**src/design/thd_defines.svh**
```systemverilog
// register map, field positions, reset values and timing constants of the shutdown timer
`ifndef THD_DEFINES_SVH
`define THD_DEFINES_SVH

`define THD_OFF_COUNT 8'h00
`define THD_OFF_PERIOD 8'h04
`define THD_OFF_CMP_SHD 8'h08
`define THD_OFF_CMP_ACT 8'h0c
`define THD_OFF_CTRL 8'h10
`define THD_OFF_CMD 8'h14
`define THD_OFF_STATUS 8'h18

`define THD_CMD_RUN_SET 0
`define THD_CMD_RUN_CLR 1
`define THD_CMD_CNT_CLR 2
`define THD_CMD_SREQ_SET 3
`define THD_CMD_SREQ_CLR 4
`define THD_CMD_ST_CLR 5

`define THD_RST_CTRL 32'h0000_0000
`define THD_RST_WORD 16'h0000
`define THD_MODE_HYST 4'h9
`define THD_PRE_EXTRA 4'h8
`define THD_PSC_W 15
`define THD_RESP_OK 2'b00
`define THD_RESP_ERR 2'b10
`define THD_NCH 3

`endif

```
**src/design/thd_pkg.sv**
```systemverilog
// types shared by the shutdown timer block
package thd_pkg;
    // software control word, high bits first, exactly one bus word wide
    typedef struct packed {
        logic [3:0] unused;
        logic [3:0] mode2;
        logic [3:0] mode1;
        logic [3:0] mode0;
        logic [5:0] spare;
        logic [1:0] trig_dir;
        logic [2:0] trig_evt;
        logic single_shot;
        logic extra_pre;
        logic [2:0] clk_div;
    } thd_ctrl_t;

    // companion timer events, one-cycle pulses plus its direction level
    typedef struct packed {
        logic [2:0] cmp_match;
        logic period_match;
        logic zero_match;
        logic count_down;
        logic hall_change;
    } thd_t12_ev_t;
endpackage

```
**src/design/thd_timer.sv**
```systemverilog
// up-counting period timer with shadow reload, companion trigger and comparator shutdown
//
// Notes on behaviour
// - hysteresis mode code 1001 clears state bit on comparator input falling edge
// - the clear is triggered by a negative transition on the comparator pin
// - comparator low forces passive output; high lets state bit drive output
// - state bit sets only while comparator input is high
// - timer is a 16-bit up-only counter
// - count rate is clock over 2^select, times 256 more with extra prescale
// - prescaler held in reset while timer stopped
// - count equal to period flags match and wraps to zero next tick
// - period is period value plus one timer clocks
// - zero match is active whenever count is zero
// - count writes ignored while running, immediate when stopped; reads give count
// - period writes go to shadow, reads return the active period
// - shadow request set and cleared by write-one command bits
// - with request set, transfer pulses on period wrap or while stopped
// - transfer pulse copies shadow period and shadow compare to active
// - run set command starts timer, run clear command stops it
// - count clear command zeroes count and nothing else
// - single shot clears run flag as counter wraps after period
// - selected companion event sets run flag by hardware
// - event select and direction qualifier choose the trigger
// - event codes: none, compare 0/1/2, any compare, period, zero up, hall
// - direction codes: none, companion up, companion down, either
`timescale 1ns/1ps
`include "thd_defines.svh"

module thd_timer
    import thd_pkg::*;
(
    input wire logic i_clk,
    input wire logic i_rst,
    input wire logic [7:0] i_s_awaddr,
    input wire logic i_s_awvalid,
    output logic o_s_awready,
    input wire logic [31:0] i_s_wdata,
    input wire logic [3:0] i_s_wstrb,
    input wire logic i_s_wvalid,
    output logic o_s_wready,
    output logic [1:0] o_s_bresp,
    output logic o_s_bvalid,
    input wire logic i_s_bready,
    input wire logic [7:0] i_s_araddr,
    input wire logic i_s_arvalid,
    output logic o_s_arready,
    output logic [31:0] o_s_rdata,
    output logic [1:0] o_s_rresp,
    output logic o_s_rvalid,
    input wire logic i_s_rready,
    input wire thd_t12_ev_t i_t12,
    input wire logic [2:0] i_chan_set,
    input wire logic [2:0] i_chan_cmp,
    output logic [2:0] o_chan_out,
    output logic o_period_match,
    output logic o_zero_match,
    output logic o_shadow_xfer
);
    // bus side state
    logic aw_hold_q, w_hold_q, bvalid_q, rvalid_q;
    logic [7:0] waddr_q;
    logic [31:0] wdata_q;
    logic [3:0] wstrb_q;
    logic [1:0] bresp_q, rresp_q;
    logic [31:0] rdata_q;
    logic do_wr;
    // timer state
    thd_ctrl_t ctrl_q;
    logic run_q, sreq_q;
    logic [15:0] cnt_q, per_q, per_shd_q, cmp_q, cmp_shd_q;
    logic [`THD_PSC_W-1:0] psc_q;
    logic [`THD_PSC_W-1:0] psc_mask;
    logic [3:0] psc_sh;
    logic tick, pm, wrap, xfer, trig, evt;
    logic [2:0] pos_m_q, pos_q, pos_d1_q, st_q, fall, hyst;
    logic cmd_wr, cnt_wr;
    logic [31:0] cmd;

    // byte-lane merge of a write into an old word
    function automatic logic [31:0] merge(input logic [31:0] old, input logic [31:0] nw,
                                          input logic [3:0] strb);
        logic [31:0] r;
        r = old;
        for (int b = 0; b < 4; b++) begin
            if (strb[b]) begin
                r[8*b +: 8] = nw[8*b +: 8];
            end
        end
        return r;
    endfunction

    // address and data are taken in either order and held until both are here
    assign o_s_awready = !aw_hold_q && !bvalid_q;
    assign o_s_wready = !w_hold_q && !bvalid_q;
    assign do_wr = aw_hold_q && w_hold_q;
    assign o_s_bvalid = bvalid_q;
    assign o_s_bresp = bresp_q;
    assign o_s_arready = !rvalid_q;
    assign o_s_rvalid = rvalid_q;
    assign o_s_rdata = rdata_q;
    assign o_s_rresp = rresp_q;

    // write channel capture and response
    always_ff @(posedge i_clk or posedge i_rst) begin
        if (i_rst) begin
            aw_hold_q <= 1'b0;
            w_hold_q <= 1'b0;
            bvalid_q <= 1'b0;
            bresp_q <= `THD_RESP_OK;
            waddr_q <= 8'h00;
            wdata_q <= 32'h0000_0000;
            wstrb_q <= 4'h0;
        end else begin
            if (i_s_awvalid && o_s_awready) begin
                aw_hold_q <= 1'b1;
                waddr_q <= i_s_awaddr;
            end
            if (i_s_wvalid && o_s_wready) begin
                w_hold_q <= 1'b1;
                wdata_q <= i_s_wdata;
                wstrb_q <= i_s_wstrb;
            end
            if (do_wr) begin
                aw_hold_q <= 1'b0;
                w_hold_q <= 1'b0;
                bvalid_q <= 1'b1;
                bresp_q <= (waddr_q > `THD_OFF_STATUS || waddr_q[1:0] != 2'b00 ||
                            waddr_q == `THD_OFF_CMP_ACT || waddr_q == `THD_OFF_STATUS)
                           ? `THD_RESP_ERR : `THD_RESP_OK;
            end else if (bvalid_q && i_s_bready) begin
                bvalid_q <= 1'b0;
            end
        end
    end

    // read mux, answered one cycle after the address is taken
    always_ff @(posedge i_clk or posedge i_rst) begin
        if (i_rst) begin
            rvalid_q <= 1'b0;
            rdata_q <= 32'h0000_0000;
            rresp_q <= `THD_RESP_OK;
        end else if (i_s_arvalid && o_s_arready) begin
            rvalid_q <= 1'b1;
            rresp_q <= `THD_RESP_OK;
            case (i_s_araddr)
                `THD_OFF_COUNT: rdata_q <= {16'h0000, cnt_q};
                `THD_OFF_PERIOD: rdata_q <= {16'h0000, per_q};
                `THD_OFF_CMP_SHD: rdata_q <= {16'h0000, cmp_shd_q};
                `THD_OFF_CMP_ACT: rdata_q <= {16'h0000, cmp_q};
                `THD_OFF_CTRL: rdata_q <= ctrl_q;
                `THD_OFF_CMD: rdata_q <= 32'h0000_0000; // command bits read as zero
                `THD_OFF_STATUS: rdata_q <= {22'h0, pos_q, st_q, o_period_match,
                                             o_zero_match, sreq_q, run_q};
                default: begin
                    rdata_q <= 32'h0000_0000;
                    rresp_q <= `THD_RESP_ERR;
                end
            endcase
        end else if (rvalid_q && i_s_rready) begin
            rvalid_q <= 1'b0;
        end
    end

    // decoded write strobes; commands act on byte lane 0 only
    assign cmd_wr = do_wr && waddr_q == `THD_OFF_CMD && wstrb_q[0];
    assign cmd = cmd_wr ? wdata_q : 32'h0000_0000;
    assign cnt_wr = do_wr && waddr_q == `THD_OFF_COUNT;

    // configuration and shadow registers
    always_ff @(posedge i_clk or posedge i_rst) begin
        if (i_rst) begin
            ctrl_q <= `THD_RST_CTRL;
            per_shd_q <= `THD_RST_WORD;
            cmp_shd_q <= `THD_RST_WORD;
        end else if (do_wr) begin
            if (waddr_q == `THD_OFF_CTRL) begin
                ctrl_q <= merge(ctrl_q, wdata_q, wstrb_q);
            end
            if (waddr_q == `THD_OFF_PERIOD) begin
                per_shd_q <= 16'(merge({16'h0000, per_shd_q}, wdata_q, wstrb_q));
            end
            if (waddr_q == `THD_OFF_CMP_SHD) begin
                cmp_shd_q <= 16'(merge({16'h0000, cmp_shd_q}, wdata_q, wstrb_q));
            end
        end
    end

    // prescaler: a free counter tested against a power-of-two mask, so every
    // divisor is an exact 2^n without a reload value
    assign psc_sh = ctrl_q.extra_pre ? ({1'b0, ctrl_q.clk_div} + `THD_PRE_EXTRA)
                                     : {1'b0, ctrl_q.clk_div};
    assign psc_mask = `THD_PSC_W'((16'h0001 << psc_sh) - 16'h0001);
    // at divisor one the mask is zero, so a tick comes in the very first running cycle
    assign tick = run_q && ((psc_q & psc_mask) == psc_mask);

    always_ff @(posedge i_clk or posedge i_rst) begin
        if (i_rst) begin
            psc_q <= '0;
        end else if (!run_q) begin
            psc_q <= '0;
        end else begin
            psc_q <= psc_q + 1'b1;
        end
    end

    // period compare and wrap; the wrap tick is the end of a period
    assign pm = (cnt_q == per_q);
    assign wrap = tick && pm;

    // counter; clear command beats the tick, writes only land while stopped
    always_ff @(posedge i_clk or posedge i_rst) begin
        if (i_rst) begin
            cnt_q <= `THD_RST_WORD;
        end else if (cmd[`THD_CMD_CNT_CLR]) begin
            cnt_q <= 16'h0000;
        end else if (cnt_wr && !run_q) begin
            cnt_q <= 16'(merge({16'h0000, cnt_q}, wdata_q, wstrb_q));
        end else if (wrap) begin
            cnt_q <= 16'h0000;
        end else if (tick) begin
            cnt_q <= cnt_q + 16'h0001;
        end
    end

    // companion trigger selection and direction qualifier
    always_comb begin
        case (ctrl_q.trig_evt)
            3'h1: evt = i_t12.cmp_match[0];
            3'h2: evt = i_t12.cmp_match[1];
            3'h3: evt = i_t12.cmp_match[2];
            3'h4: evt = |i_t12.cmp_match;
            3'h5: evt = i_t12.period_match;
            3'h6: evt = i_t12.zero_match && !i_t12.count_down;
            3'h7: evt = i_t12.hall_change;
            default: evt = 1'b0;
        endcase
        case (ctrl_q.trig_dir)
            2'h1: trig = evt && !i_t12.count_down;
            2'h2: trig = evt && i_t12.count_down;
            2'h3: trig = evt;
            default: trig = 1'b0;
        endcase
    end

    // run flag: any start wins over a stop in the same cycle so no start is lost
    always_ff @(posedge i_clk or posedge i_rst) begin
        if (i_rst) begin
            run_q <= 1'b0;
        end else if (cmd[`THD_CMD_RUN_SET] || trig) begin
            run_q <= 1'b1;
        end else if (cmd[`THD_CMD_RUN_CLR]) begin
            run_q <= 1'b0;
        end else if (wrap && ctrl_q.single_shot) begin
            run_q <= 1'b0;
        end
    end

    // shadow transfer request and the active copies
    assign xfer = sreq_q && (wrap || !run_q);

    always_ff @(posedge i_clk or posedge i_rst) begin
        if (i_rst) begin
            sreq_q <= 1'b0;
        end else if (cmd[`THD_CMD_SREQ_SET]) begin
            sreq_q <= 1'b1;
        end else if (cmd[`THD_CMD_SREQ_CLR]) begin
            sreq_q <= 1'b0;
        end
    end

    always_ff @(posedge i_clk or posedge i_rst) begin
        if (i_rst) begin
            per_q <= `THD_RST_WORD;
            cmp_q <= `THD_RST_WORD;
        end else if (xfer) begin
            per_q <= per_shd_q;
            cmp_q <= cmp_shd_q;
        end
    end

    // timer status outputs, registered for glitch-free pins
    always_ff @(posedge i_clk or posedge i_rst) begin
        if (i_rst) begin
            o_period_match <= 1'b0;
            o_zero_match <= 1'b0;
            o_shadow_xfer <= 1'b0;
        end else begin
            o_period_match <= run_q && pm;
            o_zero_match <= (cnt_q == 16'h0000);
            o_shadow_xfer <= xfer;
        end
    end

    // comparator pins are asynchronous: two-flop sync, edge taken after that
    always_ff @(posedge i_clk or posedge i_rst) begin
        if (i_rst) begin
            pos_m_q <= 3'h7;
            pos_q <= 3'h7;
            pos_d1_q <= 3'h7;
        end else begin
            pos_m_q <= i_chan_cmp;
            pos_q <= pos_m_q;
            pos_d1_q <= pos_q;
        end
    end

    assign hyst = {ctrl_q.mode2 == `THD_MODE_HYST, ctrl_q.mode1 == `THD_MODE_HYST,
                   ctrl_q.mode0 == `THD_MODE_HYST};
    assign fall = pos_d1_q & ~pos_q;

    // channel state bits; a set beats a software clear, but in hysteresis mode
    // a low comparator blocks the set entirely
    always_ff @(posedge i_clk or posedge i_rst) begin
        if (i_rst) begin
            st_q <= 3'h0;
        end else begin
            for (int c = 0; c < `THD_NCH; c++) begin
                if (hyst[c] && (fall[c] || !pos_q[c])) begin
                    st_q[c] <= fall[c] ? 1'b0 : st_q[c];
                end else if (i_chan_set[c]) begin
                    st_q[c] <= 1'b1;
                end else if (cmd[`THD_CMD_ST_CLR + c]) begin
                    st_q[c] <= 1'b0;
                end
            end
        end
    end

    // outputs: passive (low) while the comparator is low in hysteresis mode
    always_ff @(posedge i_clk or posedge i_rst) begin
        if (i_rst) begin
            o_chan_out <= 3'h0;
        end else begin
            o_chan_out <= st_q & (~hyst | pos_q);
        end
    end

    // checks
    a_hyst_fall_clear: assert property (@(posedge i_clk) disable iff (i_rst)
        hyst[0] && fall[0] |=> !st_q[0]) else $error("state bit not cleared on falling edge");
    a_hyst_out_passive: assert property (@(posedge i_clk) disable iff (i_rst)
        hyst[0] && !pos_q[0] |=> !o_chan_out[0]) else $error("output active while input low");
    a_hyst_no_set: assert property (@(posedge i_clk) disable iff (i_rst)
        hyst[0] && !pos_q[0] && !st_q[0] |=> !st_q[0]) else $error("state bit set while low");
    a_count_inc: assert property (@(posedge i_clk) disable iff (i_rst)
        tick && !pm && !cmd[`THD_CMD_CNT_CLR] |=> cnt_q == $past(cnt_q) + 16'h0001)
        else $error("counter did not step by one");
    // a start may tick at once at divisor one, so only the stopped cycle itself is tick-free
    a_psc_hold: assert property (@(posedge i_clk) disable iff (i_rst)
        !run_q |-> !tick ##1 psc_q == '0)
        else $error("prescaler ran while stopped");
    a_period_wrap: assert property (@(posedge i_clk) disable iff (i_rst)
        wrap |=> cnt_q == 16'h0000 ##1 o_zero_match) else $error("no wrap after period match");
    a_count_locked: assert property (@(posedge i_clk) disable iff (i_rst)
        run_q && cnt_wr && !tick && !cmd[`THD_CMD_CNT_CLR] |=> $stable(cnt_q))
        else $error("count written while running");
    a_shadow_load: assert property (@(posedge i_clk) disable iff (i_rst)
        xfer |=> per_q == $past(per_shd_q) && cmp_q == $past(cmp_shd_q))
        else $error("shadow transfer did not load");
    a_run_start: assert property (@(posedge i_clk) disable iff (i_rst)
        cmd[`THD_CMD_RUN_SET] |=> run_q) else $error("run set ignored");
    a_single_stop: assert property (@(posedge i_clk) disable iff (i_rst)
        wrap && ctrl_q.single_shot && !trig && !cmd[`THD_CMD_RUN_SET] |=> !run_q)
        else $error("single shot did not stop");
    a_trig_start: assert property (@(posedge i_clk) disable iff (i_rst)
        trig |=> run_q) else $error("trigger did not start timer");

    c_wrap: cover property (@(posedge i_clk) disable iff (i_rst) wrap);
    c_hyst_cut: cover property (@(posedge i_clk) disable iff (i_rst) hyst[0] && fall[0] && st_q[0]);
    // reload taken at a wrap while the timer keeps running
    c_xfer_run: cover property (@(posedge i_clk) disable iff (i_rst) xfer && run_q);
    c_trig_single: cover property (@(posedge i_clk) disable iff (i_rst)
        trig ##[1:200] (wrap && ctrl_q.single_shot));

endmodule // thd_timer

```
**config.mk**
```make
export PLATFORM = sky130hd
export DESIGN_NAME = thd_timer
export DESIGN_NICKNAME = d
export VERILOG_FILES = /design/src/design/thd_pkg.sv /design/src/design/thd_timer.sv
export VERILOG_INCLUDE_DIRS = /design/src /design/src/design
export SDC_FILE = /design/constraint.sdc
export NUM_CORES = 1
export LEC_CHECK = 0
export ABC_AREA = 1
export ABC_CLOCK_PERIOD_IN_PS = 6200
export BUFFER_PORTS_ARGS = -buffer_cell sky130_fd_sc_hd__buf_2
export CORE_ASPECT_RATIO = 1.25
export CORE_MARGIN = 2
export CORE_UTILIZATION = 53
export DETAILED_ROUTE_END_ITERATION = 12
export PLACE_DENSITY = 0.76
export RECOVER_POWER = 25
export SLEW_MARGIN = 20
export SYNTH_ARGS = -nofsm -noshare
export SYNTH_HDL_FRONTEND = slang
export SYNTH_SLANG_ARGS = --single-unit
```
**constraint.sdc**
```tcl
create_clock -name i_clk -period 6.2 [get_ports i_clk]
set_input_delay 0 -clock i_clk [delete_from_list [all_inputs] [get_ports i_clk]]
set_output_delay 0 -clock i_clk [all_outputs]
set_load 0.01 [all_outputs]
```
==> impl_metrics.ini <==
[status]
status = finished, violations left
violations = capacitance limit, slew limit

[place]
port_buffers = 116
gp_congestion = 0.978
hpwl_mm = 19.8
placed_cell_area_sq_um = 11400

[yosys]
synth_edf_count = 0
synth_compound_area_share_pct = 12.1
synthMuxAreaShare_pct = 0.743
yosys.area_share.simple_pct = 23.4
synthXorXnorAreaFrac_pct = 1.73
ys_ff_latch = 229
synth_area_sq_um = 10600
async_flop_share_pct = 100
netlist_top_cells_area = dfrtp_1 52%, nand2_1 13%, o21ai_0 5.5%
ys_types = 46
synth_top_family_by_area = simple AND/OR/NAND/NOR gates
yosysWarnings = 0
ys_seq_area_share_pct = 54.2
syn_avg_cell_area_sq_um = 8.28
ys.flop_type = dfrtp_1
synth_fa_ha_area_share_pct = 0.826
syn_inst = 1281
synth_largest_area_cell = dfrtp_1
synth_top_area_share_pct = 51.9

[critical_path]
crit_start = i_rst
crit_fanout = 157
cp-end-kind = async pin
worstSetupStartpointType = primary input
required_ns = 6.72
crit_arrival_ns = 4.36
rrSetupSlack_ns = 2.75
reg2reg_to = per_q[9]
crit_end = psc_q[8]
r2r-start = ctrl_q[3]
critical_path_class = primary input to async pin
ff2ff_path_depth = 15

[layout]
nFillCells = 1682
finalNetCount = 1521
drive_gt1_share_pct = 12.8
mostFrequentLayoutCells = 380 x nand2_1, 220 x dfrtp_1, 129 x inv_1, 118 x nor2_1, 116 x o21ai_0
layout_commonest_cell = nand2_1
num_antenna_cells = 0
synthToLayoutAreaGrowth_pct = 19.4
final_cell_area_sq_um = 12700
final_core_util_pct = 64.8

[power_and_ir_drop]
p_per_area_nw_per_um2 = 359
leakage_nw = 6.26
finalPower_mw = 4.54
ir_worst_vdd_mv = 0.268

[grt]
grt_pass1_vias = 9142
overflow = 0
antenna_found_initial = 0
gr-usage-all-layers_pct = 27.6
grt_pass1_wl_mm = 46.1
grt_max_degree = 158

[routing]
routed_via_density = 5.39
ant_nets = 0
drt-wirelength-per-cell_microns = 16.6
drc = 0
vias = 9284
drt_iter0_markers = 760
first_pass_iters = 6
routed_wirelength_mm = 28.7

[timing]
tns_ns = 0
fin_crit_sh_pct = 62.1
fin_worst_skew_ns = 0.0194
max-slew-margin-rel_pct = -156
final-hold-violation-count = 0
rsz0062_at_grt = no
fin_crit_ns = 3.85
setup_violations = 0
tightest_slew_ns = 3.85
drv_slew = 158
fmax_mhz = 260

[clock_network]
cts-buffers-inserted = 24
cts_tree = built
clk_latency_ns = 0.53
cts_resized = 0
cts.sinks = 229
clk_pin_slew_worst_paths_ns = 0.06
root_buffer = clkbuf_16
cts_max_level = 1
ctsLongestPathBuffers = 3

[flow_run]
maxCapViolations = 1

[floorplanning]
ioPinCount = 119
dieArea_sq_um = 21200
rows = 57
die_y_microns = 162
chipWidth_microns = 131
core_area_sq_um = 19500
start_util_pct = 54.3

[worst_hold_path]
hold_path.class = primary input to flop
routing by layer:
| metal | vias up | part of all wire (%) | GRT usage [%] |
|---|---|---|---|
| li1 | 4445 | - | - |
| met1 | 4444 | 39 | 34.4 |
| met2 | 315 | 51 | 48.4 |
| met3 | 80 | 5.4 | 3.72 |
| met4 | 0 | 4.4 | 11.0 |
| met5 | - | 0 | 0 |
registers in the layout, indices dropped and copies added, names as in the netlist, 3 cells and up:
name,cells
pos_q,3
pos_d1_q,3
waddr_q,8
st_q,3
per_q,16
o_chan_out,3
cnt_q,16
wdata_q,32
per_shd_q,16
psc_q,15
pos_m_q,3
ctrl_q,32
o_s_rdata,32
wstrb_q,4
cmp_shd_q,16
cmp_q,16
cell usage after synthesis (all sizes together) (8+ instances only):
master  instances
a21oi          62
a221oi          8
buf            15
clkbuf         28
dfrtp         220
dfstp           9
inv           136
nand2         385
nand3          46
nand4           8
nor2          125
nor3           23
o21ai         127
o22ai          10
xnor2          11
xor2           10
cell families after synthesis:
family / after synthesis
muxes: 7
other: 1
adders and majority gates: 7
DFF: 229
and+or+nand+nor: 600
xor gates and xnor gates: 21
buffers and inverters: 182
AOI/OAI and AO/OA: 234
area by class of cell:
| cell class | instances | area [sq um] | share of cell area (%) |
|---|---|---|---|
| clock buffer | 38 | 673 | 5.32 |
| clock inverter | 4 | 81.3 | 0.642 |
| inverter | 139 | 526 | 4.15 |
| multi-input combinational | 871 | 4130 | 32.6 |
| sequential | 229 | 5740 | 45.4 |
| tap | 265 | 332 | 2.62 |
| timing repair buffer | 177 | 1180 | 9.30 |
worst max-delay path, stage by stage:
cell and delay [ns]:
dlygate4sd3_1 0.53, clkbuf_1 0.12, clkinvlp_4 0.06, clkbuf_2 2.52
buf_4 1.04
power by group:
| part | total [mW] | switching, mW | internal, mW |
|---|---|---|---|
| Combinational | 1.20 | 0.822 | 0.374 |
| Clock | 1.40 | 0.570 | 0.826 |
| Sequential | 1.95 | 0.189 | 1.76 |
| Total | 4.54 | 1.58 | 2.96 |
metrics by stage:
step / hold slack, ns / cells / setup WS (ns)
2_1_floorplan: 0.00448 / 1282 / 3.21
3_3_place_gp: 0.106 / 1624 / 2.96
3_5_place_dp: 0.106 / 1624 / 2.82
4_1_cts: 0.00500 / 1723 / 2.80
5_1_grt: 0.0423 / 1723 / 1.49
6_report: 0.00923 / 1723 / 2.35
repair_timing:
item,4_1_cts,5_1_grt
hold endpoints to repair,201,0
setup buffers,0,0
hold buffers,57,0
setup endpoints to repair,0,0
worst min path at each step:
| stage | from | to | slack [ns] | cells past startpoint |
|---|---|---|---|---|
| 3_5_place_dp | i_chan_cmp[2] | pos_m_q[2] | 0.11 | 1 |
| 5_1_grt | i_s_arvalid | o_s_rvalid | 0.04 | 4 |
| 2_1_floorplan | i_chan_cmp[0] | pos_m_q[0] | 0.004 | 0 |
| 6_report | i_s_arvalid | o_s_rvalid | 0.009 | 4 |
| 3_3_place_gp | i_chan_cmp[1] | pos_m_q[1] | 0.11 | 1 |
| 4_1_cts | i_s_arvalid | o_s_rvalid | 0.005 | 4 |
(Power assumes the default switching activity.)
